File: src/asrc_pkg.sv
// asrc_pkg: constants for the host-side asynchronous ecc sram controller
// assumes a 20 MHz clk and an external 512 K x 32 static memory
//
// Contract
// - memory selected only while all three selects are low
// - read: strobe high, select and output enable low, address held
// - write data meets setup and hold to the terminating edge
// - strobe-led write with oe low lasts float time plus data setup
// - controller never drives lanes while the memory may drive them
// - address valid no later than select going low
// - wait a minimum interval of stable supply before first access
// - that interval is at least 100 microseconds
`default_nettype none

package asrc_pkg;
    localparam int ADDR_W = 19;
    localparam int DATA_W = 32;
    localparam int LANES = 4;
    localparam int LANE_W = 8;
    localparam int CLK_NS = 50;
    // times in ns, cycle counts rounded up so no interval is cut short
    localparam int SUPPLY_STABLE_WAIT_NS = 100000;
    localparam int SUPPLY_STABLE_WAIT_CYC =
        (SUPPLY_STABLE_WAIT_NS + CLK_NS - 1) / CLK_NS;
    localparam int STROBE_TO_FLOAT_TIME_NS = 8;
    localparam int WRITE_DATA_SETUP_TIME_NS = 8;
    localparam int ACCESS_NS = 15;
    localparam int WR_PULSE_CYC = (STROBE_TO_FLOAT_TIME_NS +
        WRITE_DATA_SETUP_TIME_NS + CLK_NS - 1) / CLK_NS;
    localparam int RD_WAIT_CYC = (ACCESS_NS + CLK_NS - 1) / CLK_NS;
    localparam int TURN_CYC = 1;
    localparam int CNT_W = 16;
endpackage

`default_nettype wire

File: src/asrc_host.sv
// asrc_host: host controller driving an asynchronous ecc sram over its pins
// assumes the memory pins are combinational and data inputs are resynced
`default_nettype none

module asrc_host #(
    parameter int POWER_WAIT = asrc_pkg::SUPPLY_STABLE_WAIT_CYC
) (
    input wire logic clk,
    input wire logic rst,
    // user request side
    input wire logic req_valid,
    output logic req_ready,
    input wire logic req_write,
    input wire logic [18:0] req_addr,
    input wire logic [31:0] req_wdata,
    input wire logic [3:0] req_lane_en,
    output logic rsp_valid,
    output logic [31:0] rsp_rdata,
    output logic rsp_corrected,
    output logic power_ready,
    // memory pins
    output logic [18:0] mem_addr,
    output logic select_low_one,
    output logic select_low_two,
    output logic select_low_three,
    output logic output_enable_n,
    output logic write_strobe_n,
    output logic lane0_enable_n,
    output logic lane1_enable_n,
    output logic lane2_enable_n,
    output logic lane3_enable_n,
    input wire logic [31:0] mem_data_i,
    output logic [31:0] mem_data_o,
    output logic [31:0] mem_data_oe,
    input wire logic error_flag
);
    typedef enum logic [2:0] {
        ASRC_POWER, ASRC_IDLE, ASRC_RD, ASRC_RD_END,
        ASRC_WR_SETUP, ASRC_WR, ASRC_WR_END
    } asrc_state_t;

    typedef struct packed {
        asrc_state_t st;
        logic [asrc_pkg::CNT_W-1:0] cnt;
        logic [18:0] addr;
        logic [31:0] wdata;
        logic [3:0] lane_n;
        logic sel_n;
        logic oe_n;
        logic we_n;
        logic drive;
        logic rsp_v;
        logic [31:0] rdata;
        logic corr;
    } asrc_reg_t;

    asrc_reg_t r_q, r_d;

    // three-stage synchronisers for the pins; stage 1 only feeds stage 2
    logic [32:0] sync1_q, sync2_q, sync3_q;
    logic [32:0] stable_q;
    logic [32:0] pin_in;
    assign pin_in = {error_flag, mem_data_i};

    always_ff @(posedge clk) begin
        sync1_q <= pin_in;
        sync2_q <= sync1_q;
        sync3_q <= sync2_q;
    end

    // a bit counts as changed once the second and third stages agree
    genvar g;
    generate
        for (g = 0; g < 33; g++) begin : g_filt
            always_ff @(posedge clk) begin
                if (rst) begin
                    stable_q[g] <= 1'b0;
                end else if (sync2_q[g] == sync3_q[g]) begin
                    stable_q[g] <= sync3_q[g];
                end
            end
        end
    endgenerate

    // next-state logic
    always_comb begin
        r_d = r_q;
        r_d.rsp_v = 1'b0;
        case (r_q.st)
            ASRC_POWER: begin
                // no access before the supply settle time has passed
                if (r_q.cnt >= asrc_pkg::CNT_W'(POWER_WAIT - 1)) begin
                    r_d.st = ASRC_IDLE;
                    r_d.cnt = '0;
                end else begin
                    r_d.cnt = r_q.cnt + 1'b1;
                end
            end
            ASRC_IDLE: begin
                if (req_valid) begin
                    // address is set a cycle before select falls
                    r_d.addr = req_addr;
                    r_d.wdata = req_wdata;
                    r_d.lane_n = ~req_lane_en;
                    r_d.cnt = '0;
                    r_d.st = req_write ? ASRC_WR_SETUP : ASRC_RD;
                end
            end
            ASRC_RD: begin
                // strobe high, select and oe low, address held
                r_d.sel_n = 1'b0;
                r_d.oe_n = 1'b0;
                r_d.cnt = r_q.cnt + 1'b1;
                // extra cycles cover access time plus the input resync
                if (r_q.cnt >= asrc_pkg::CNT_W'(asrc_pkg::RD_WAIT_CYC + 3)) begin
                    r_d.st = ASRC_RD_END;
                end
            end
            ASRC_RD_END: begin
                // only enabled lanes carry data; others read as zero
                for (int i = 0; i < asrc_pkg::LANES; i++) begin
                    r_d.rdata[i*8 +: 8] =
                        r_q.lane_n[i] ? 8'h00 : stable_q[i*8 +: 8];
                end
                r_d.corr = stable_q[32];
                r_d.rsp_v = 1'b1;
                r_d.sel_n = 1'b1;
                r_d.oe_n = 1'b1;
                r_d.cnt = '0;
                r_d.st = ASRC_WR_END; // reuse as bus turnaround
            end
            ASRC_WR_SETUP: begin
                // oe already high, so the memory floats before we drive
                r_d.oe_n = 1'b1;
                r_d.sel_n = 1'b0;
                r_d.drive = 1'b1;
                r_d.st = ASRC_WR;
                r_d.cnt = '0;
            end
            ASRC_WR: begin
                // strobe low long enough for float time plus data setup
                r_d.we_n = 1'b0;
                r_d.cnt = r_q.cnt + 1'b1;
                if (r_q.cnt >= asrc_pkg::CNT_W'(asrc_pkg::WR_PULSE_CYC)) begin
                    r_d.we_n = 1'b1; // strobe rise ends the write
                    r_d.st = ASRC_WR_END;
                    r_d.cnt = '0;
                end
            end
            ASRC_WR_END: begin
                // data held one cycle past the terminating edge
                r_d.sel_n = 1'b1;
                r_d.drive = 1'b0;
                r_d.cnt = r_q.cnt + 1'b1;
                if (r_q.cnt >= asrc_pkg::CNT_W'(asrc_pkg::TURN_CYC)) begin
                    r_d.st = ASRC_IDLE;
                    r_d.cnt = '0;
                end
            end
            default: r_d.st = ASRC_IDLE;
        endcase
    end

    // state register with synchronous reset to a quiet bus
    always_ff @(posedge clk) begin
        if (rst) begin
            r_q <= '{st: ASRC_POWER, cnt: '0, addr: '0, wdata: '0,
                lane_n: 4'hf, sel_n: 1'b1, oe_n: 1'b1, we_n: 1'b1,
                drive: 1'b0, rsp_v: 1'b0, rdata: '0, corr: 1'b0};
        end else begin
            r_q <= r_d;
        end
    end

    assign req_ready = (r_q.st == ASRC_IDLE);
    assign power_ready = (r_q.st != ASRC_POWER);
    assign rsp_valid = r_q.rsp_v;
    assign rsp_rdata = r_q.rdata;
    assign rsp_corrected = r_q.corr;
    assign mem_addr = r_q.addr;
    // one combined select drives all three select pins together
    assign select_low_one = r_q.sel_n;
    assign select_low_two = r_q.sel_n;
    assign select_low_three = r_q.sel_n;
    assign output_enable_n = r_q.oe_n;
    assign write_strobe_n = r_q.we_n;
    assign lane0_enable_n = r_q.lane_n[0];
    assign lane1_enable_n = r_q.lane_n[1];
    assign lane2_enable_n = r_q.lane_n[2];
    assign lane3_enable_n = r_q.lane_n[3];
    assign mem_data_o = r_q.wdata;

    // drive only enabled lanes, and only while oe is high
    generate
        for (g = 0; g < asrc_pkg::LANES; g++) begin : g_oe
            assign mem_data_oe[g*8 +: 8] =
                {8{r_q.drive & ~r_q.lane_n[g] & r_q.oe_n}};
        end
    endgenerate
endmodule

`default_nettype wire

File: config.mk
export PLATFORM = sky130hd
export DESIGN_NAME = asrc_host
export DESIGN_NICKNAME = d
export VERILOG_FILES = /design/src/asrc_pkg.sv /design/src/asrc_host.sv
export SDC_FILE = /design/constraint.sdc
export NUM_CORES = 1
export LEC_CHECK = 0
export ABC_AREA = 1
export BUFFER_PORTS_ARGS = -buffer_cell sky130_fd_sc_hd__buf_2
export CAP_MARGIN = 20
export CORE_UTILIZATION = 50
export DETAILED_ROUTE_END_ITERATION = 6
export PLACE_DENSITY = 0.82
export SYNTH_ARGS = -nofsm -noshare
export SYNTH_HDL_FRONTEND = slang
export SYNTH_SLANG_ARGS = --single-unit
export TNS_END_PERCENT = 1
File: constraint.sdc
create_clock -name clk -period 1.9 [get_ports clk]
set_input_delay 0.095 -clock clk [delete_from_list [all_inputs] [get_ports clk]]
set_output_delay 0.095 -clock clk [all_outputs]
set_load 0.005 [all_outputs]
== Yosys cells after proc, flatten, opt, wreduce, memory -nomap -nowiden ==
Cells that the tools add are included.

* Bits in registers: 244

* Add/subtract/negate cells: 1
* Order comparisons: 3
* Equality and inequality tests: 44
* Multiplexer cells: 18
* Bitwise gates (word level): 13
* Reductions and logical operators: 12

{| class="wikitable"
|+ Operator list
! cell !! number
|-
| $pmux 16 s6 || 1
|-
| $mux 74 || 1
|-
| $mux 19 || 2
|-
| $mux 34 || 1
|-
| $eq 1x1->1 || 33
|-
| $mux 8 || 4
|-
| $pmux 3 s7 || 1
|-
| $add 16x1->16 const B || 1
|-
| $ge 16x1->1 const B || 1
|-
| $ge 16x11->1 const B || 1
|-
| $ge 16x3->1 const B || 1
|-
| $mux 16 || 1
|-
| $ne 2x2->1 const B || 5
|-
| $eq 3x3->1 const B || 3
|-
| $mux 3 || 3
|-
| $and 1x1->1 || 8
|-
| $eq 3x2->1 const B || 2
|-
| $pmux 1 s2 || 3
|-
| $reduce_bool 2->1 || 3
|-
| $reduce_bool 6->1 || 1
|-
| $reduce_or 2->1 || 3
|-
| $reduce_and 5->1 || 1
|-
| $not 1->1 || 4
|-
| $not 4->4 || 1
|-
| other kinds (5) || 6
|}

== Logic depth before layout (Yosys ltp) ==
* Depth in word-level cells: 4
* Mapped depth: 13
* Depth with buffers taken out: 12

== Worst setup path after synthesis ==
No wires, ideal clock.

* Kind: reg-to-reg
* Start point: reg r_q[94] (netlist name)
* End point: reg r_q[96] (netlist name)
* Setup time: 0.066 ns
* Arrival time: 1.405 ns
* Path slack: 0.429 ns
* Stages on the path, launching flop included: 13
* Period minus slack after synthesis: 1.471 ns
* Cell sequence: dfxtp_1 -> inv_1 -> ha_1 -> nor2_1 -> nand2_1 -> nor2_1 -> nand3_1 -> nand2_1 -> nand2_1 -> nand2_1 -> nand2_1 -> buf_6 -> a21oi_2

* Longest elaborated chain between the ends: 3
* Elaborated cells on any way between the ends: 7
* Those cells by class: add/sub: 1; order compare: 2; mux: 4

{| class="wikitable"
|+ RTL lines
! what !! RTL line !! source
|-
| start: declaration || asrc_host.sv:57 || <nowiki>asrc_reg_t r_q, r_d;</nowiki>
|-
| start signal: assignment || asrc_host.sv:167 || <nowiki>r_q <= '{st: ASRC_POWER, cnt: '0, addr: '0, wdata: '0,</nowiki>
|-
| start signal: assignment || asrc_host.sv:171 || <nowiki>r_q <= r_d;</nowiki>
|-
| $add 16x1->16 (tied with other cells) || n/a ||
|-
| $mux 19 (tied with other cells) || asrc_host.sv:155 || <nowiki>if (r_q.cnt >= asrc_pkg::CNT_W'(asrc_pkg::TURN_CYC)) begin</nowiki>
|-
| $pmux 16 s6 * || asrc_host.sv:89 || <nowiki>case (r_q.st)</nowiki>
|}

Mark *: on every way between the ends. The rest lies on a longest branch, timed or not. The select of a mux whose other input is x is not followed.
A chain may end at the register's enable or synchronous reset.

== Worst setup path in the final report ==
* Start point: reg r_q[111] (netlist name)
* End point: reg r_q[111] (netlist name)

* Longest elaborated chain between the ends: 3
* Elaborated cells on any way between the ends: 14
* Those cells by class: eq/ne: 11; mux: 1; reduce/logical: 2

{| class="wikitable"
|+ RTL lines
! what !! RTL line
|-
| $eq 3x3->1 (tied with other cells) || asrc_host.sv:89
|-
| $ne 2x2->1 (no line) || n/a
|-
| $reduce_and 5->1 (no line) || n/a
|}

Parallel ways exist; a longest one is shown, timed or not.

==> impl_metrics.json <==
{
  "clk_pin_slew_ns": 0.06,
  "path_delay_family": "buffers and inverters",
  "yosysSeqAreaShare": 0.5774,
  "period_minus_slack_ns": 1.729,
  "syn_nets": 1053,
  "p_clk_frac": 0.362,
  "power_density_nw_per_um2": 1203,
  "grt_max_degree": 52,
  "antennaDiodeCount": 0,
  "grt_pass1_vias": 6764,
  "p_int_mw": 9.194,
  "placementRows": 47,
  "seq_power_share": 0.465,
  "synth-compound-area-share": 0.1063,
  "cts_buffer_depth": 3,
  "pre_cts_slack_ns": 0.07000,
  "crit_buf_inv": 3,
  "ys_ff_latch": 244,
  "synth_top_family_by_area": "simple AND/OR/NAND/NOR gates",
  "dr.pass1.iters": 5,
  "syn2layout_area_growth_pct": 24.97,
  "timing.final.hold_violations": 0,
  "fillCellCount": 1276,
  "drive_above_1_share": 0.2412,
  "max_freq_ghz": 0.5782,
  "die_h_um": 132.1,
  "clk_latency_ns": 0.51,
  "cp_max_fo": 36,
  "combPwrFrac": 0.173,
  "switching_share": 0.2771,
  "period_share": 0.9102,
  "finish.utilization": 0.6397,
  "r2r_start": "r_q[111]$_SDFFE_PP0P_",
  "place_congestion": 0.8705,
  "cts.sinks": 244,
  "worstMarginPinSlew_ns": 0.6596,
  "synthesis.area_um2": 8459,
  "finClkSkew_ns": 0.01468,
  "die_w_um": 132.1,
  "arrival_ns": 2.13,
  "port_buffers": 219,
  "hp-start": "rst",
  "p_leak_nw": 4.921,
  "tritoncts": "built",
  "synth_cells": 957,
  "finalNetCount": 1248,
  "cts_buffers": 24,
  "avgSynthCellArea_um2": 8.839,
  "overflow": 0,
  "synth_top_area_share": 0.5774,
  "slew_violations": 0,
  "cp.required_ns": 2.30,
  "setup-tns-final_ns": 0,
  "r2r_cells": 9,
  "synth_area_leaders": "dfxtp_1 58%, buf_4 10%, nor2_1 8.2%, o21ai_0 5.2%, a21oi_1 4.8%",
  "via_per_inst": 4.986,
  "track_usage": 0.2294,
  "crit_path_frequent_cell": "nand2_1",
  "hold_path.class": "in2reg",
  "finalSetupViolCount": 0,
  "ant_nets": 0,
  "wl_um": 20210,
  "crit_start": "r_q[111]$_SDFFE_PP0P_",
  "vdd_drop_max_uv": 882.8,
  "critPathSlowestCell": "inv_2",
  "r2r_slack_ns": 0.17,
  "synth_fa_ha_area_frac": 0.005916,
  "path_depth": 9,
  "critPathKind": "reg2reg",
  "slowest_delay_ns": 0.48,
  "ys_warn_count": 0,
  "ys_types": 27,
  "crit_path_cell_trace": "inv_2 -> nand2_1 -> nor2_2 -> inv_2 -> nand2_1 -> a21oi_1 -> nand3_1 -> nand2_1 -> inv_1",
  "hold_depth": 3,
  "dieArea_um2": 17440,
  "ios": 220,
  "slew-limit-headroom": 0.5596,
  "dp_hpwl_um": 11810,
  "antenna_found_initial": 0,
  "drc_errors": 0,
  "synth-simple-area-share": 0.1694,
  "cts_max_level": 1,
  "via_count": 6905,
  "cap_violations": 0,
  "drtIter0Drc": 443,
  "cts_root_buf": "clkbuf_16",
  "yosys.area.top_type": "dfxtp_1",
  "synthMuxAreaShare": 0,
  "status": "finished, final reports clean",
  "start_util": 0.5119,
  "rsz0062_at_grt": "no",
  "setup.worst_path.start_class": "register",
  "switchingPower_mw": 3.524,
  "end_kind": "register",
  "grt_pass1_wl_um": 32460,
  "synth_xor_area_frac": 0.007247,
  "core_um2": 16520,
  "finalWorstSetupSlack_ns": 0.1706,
  "drt-wirelength-per-cell_um": 14.59
}
## metal layers
layer | vias to the layer above | share of wire | track usage
li1 | 3372 | - | -
met1 | 3151 | 0.40 | 0.2626
met2 | 291 | 0.49 | 0.4062
met3 | 91 | 0.056 | 0.03806
met4 | 0 | 0.048 | 0.1292
met5 | - | 0 | 0
## repair_timing
item | CTS | global route
hold endpoints to repair | 89 | 0
buffers inserted | 0 | 0
hold buffers | 89 | 0
gates resized for setup | 0 | 4
setup endpoints to repair | 0 | 13
## power groups by stage
stage	logic (mW)	clock network [mW]	registers (mW)
after floorplan	1.60	0	5.93
after global placement	1.92	0	5.98
after detailed placement	1.96	0	6.00
after CTS	2.11	4.69	5.90
after global routing	2.44	4.87	5.97
final	2.20	4.61	5.91
## cells by family (layout without fill, tap and decap cells)
family,Yosys count,after routing
XOR/XNOR,7,7
AO/OA/AOI/OAI,177,177
adder cells (fa/ha/maj),4,4
buffers and inverters,178,386
flip-flops,244,244
AND/OR/NAND/NOR,347,347
## synthesized netlist by cell type
cell type	instances
nand2_1	88
a31o_2	2
buf_2	13
ha_1	4
nor2_4	1
inv_2	7
or2_1	1
a21oi_2	1
o21ai_0	88
clkbuf_1	17
o21ai_1	4
nand3_1	58
buf_4	113
nor2_8	1
a21oi_1	81
xnor2_1	3
nand2_2	3
nand4_1	5
dfxtp_1	244
inv_1	24
nor2_1	184
xor2_1	4
nor2_2	3
o21a_1	1
buf_6	3
clkinv_1	1
nor3_1	3
## state kept, by name, summed over array words and instances (netlist names)
name	cells
sync1_q	33
output_enable_n	1
rsp_rdata	32
write_strobe_n	1
sync3_q	33
sync2_q	33
lane1_enable_n	1
rsp_valid	1
mem_data_o	32
r_q	20
stable_q	33
rsp_corrected	1
select_low_one	1
lane2_enable_n	1
mem_addr	19
lane0_enable_n	1
lane3_enable_n	1
## stage by stage
stage	total power, mW	std cells	instance area [µm²]	hold slack (ns)
global route	13.28	1385	10570	0.1218
global placement	7.907	1257	8897	0.1973
CTS	12.69	1385	10560	0.03912
floorplan	7.523	957	8459	0.1227
detailed placement	7.960	1257	8897	0.1986
finish	12.72	1385	10570	0.07750
## worst paths after layout
path                                        to
setup / recovery         r_q[111]$_SDFFE_PP0P_
hold / removal    output_enable_n$_SDFFE_PP1P_
setup reg to reg         r_q[111]$_SDFFE_PP0P_
hold reg to reg             sync2_q[2]$_DFF_P_
## worst reg2reg max path, cell delays in order, from the launching register on
cell     delay, ns
dfxtp_1       0.36
inv_2         0.08
nand2_1       0.12
nor2_2        0.06
inv_2         0.48
nand2_1       0.18
a21oi_1       0.16
nand3_1       0.08
nand2_1       0.06
inv_1         0.04
## final cells by class
class,count,area (µm²),share of cell area
Clock buffer,33,674.4,0.06379
Clock inverter,6,93.84,0.008877
Inverter,32,120.1,0.01136
Multi-Input combinational cell,535,2455,0.2322
Sequential cell,244,4885,0.4621
Tap cell,220,275.3,0.02604
Timing Repair Buffer,315,2068,0.1956
## layout by cell type, fill, tap and decap left out, types with 4 or more instances in the layout
master	instances
a21oi_1	80
buf_2	219
buf_4	4
clkbuf_1	5
clkbuf_16	24
clkbuf_8	4
dfxtp_1	244
dlygate4sd3_1	89
ha_1	4
inv_1	24
inv_2	8
nand2_1	87
nand3_1	58
nand4_1	5
nor2_1	184
o21ai_0	88
o21ai_1	4
xor2_1	4
No activity file was read; power rests on OpenSTA's default activity.
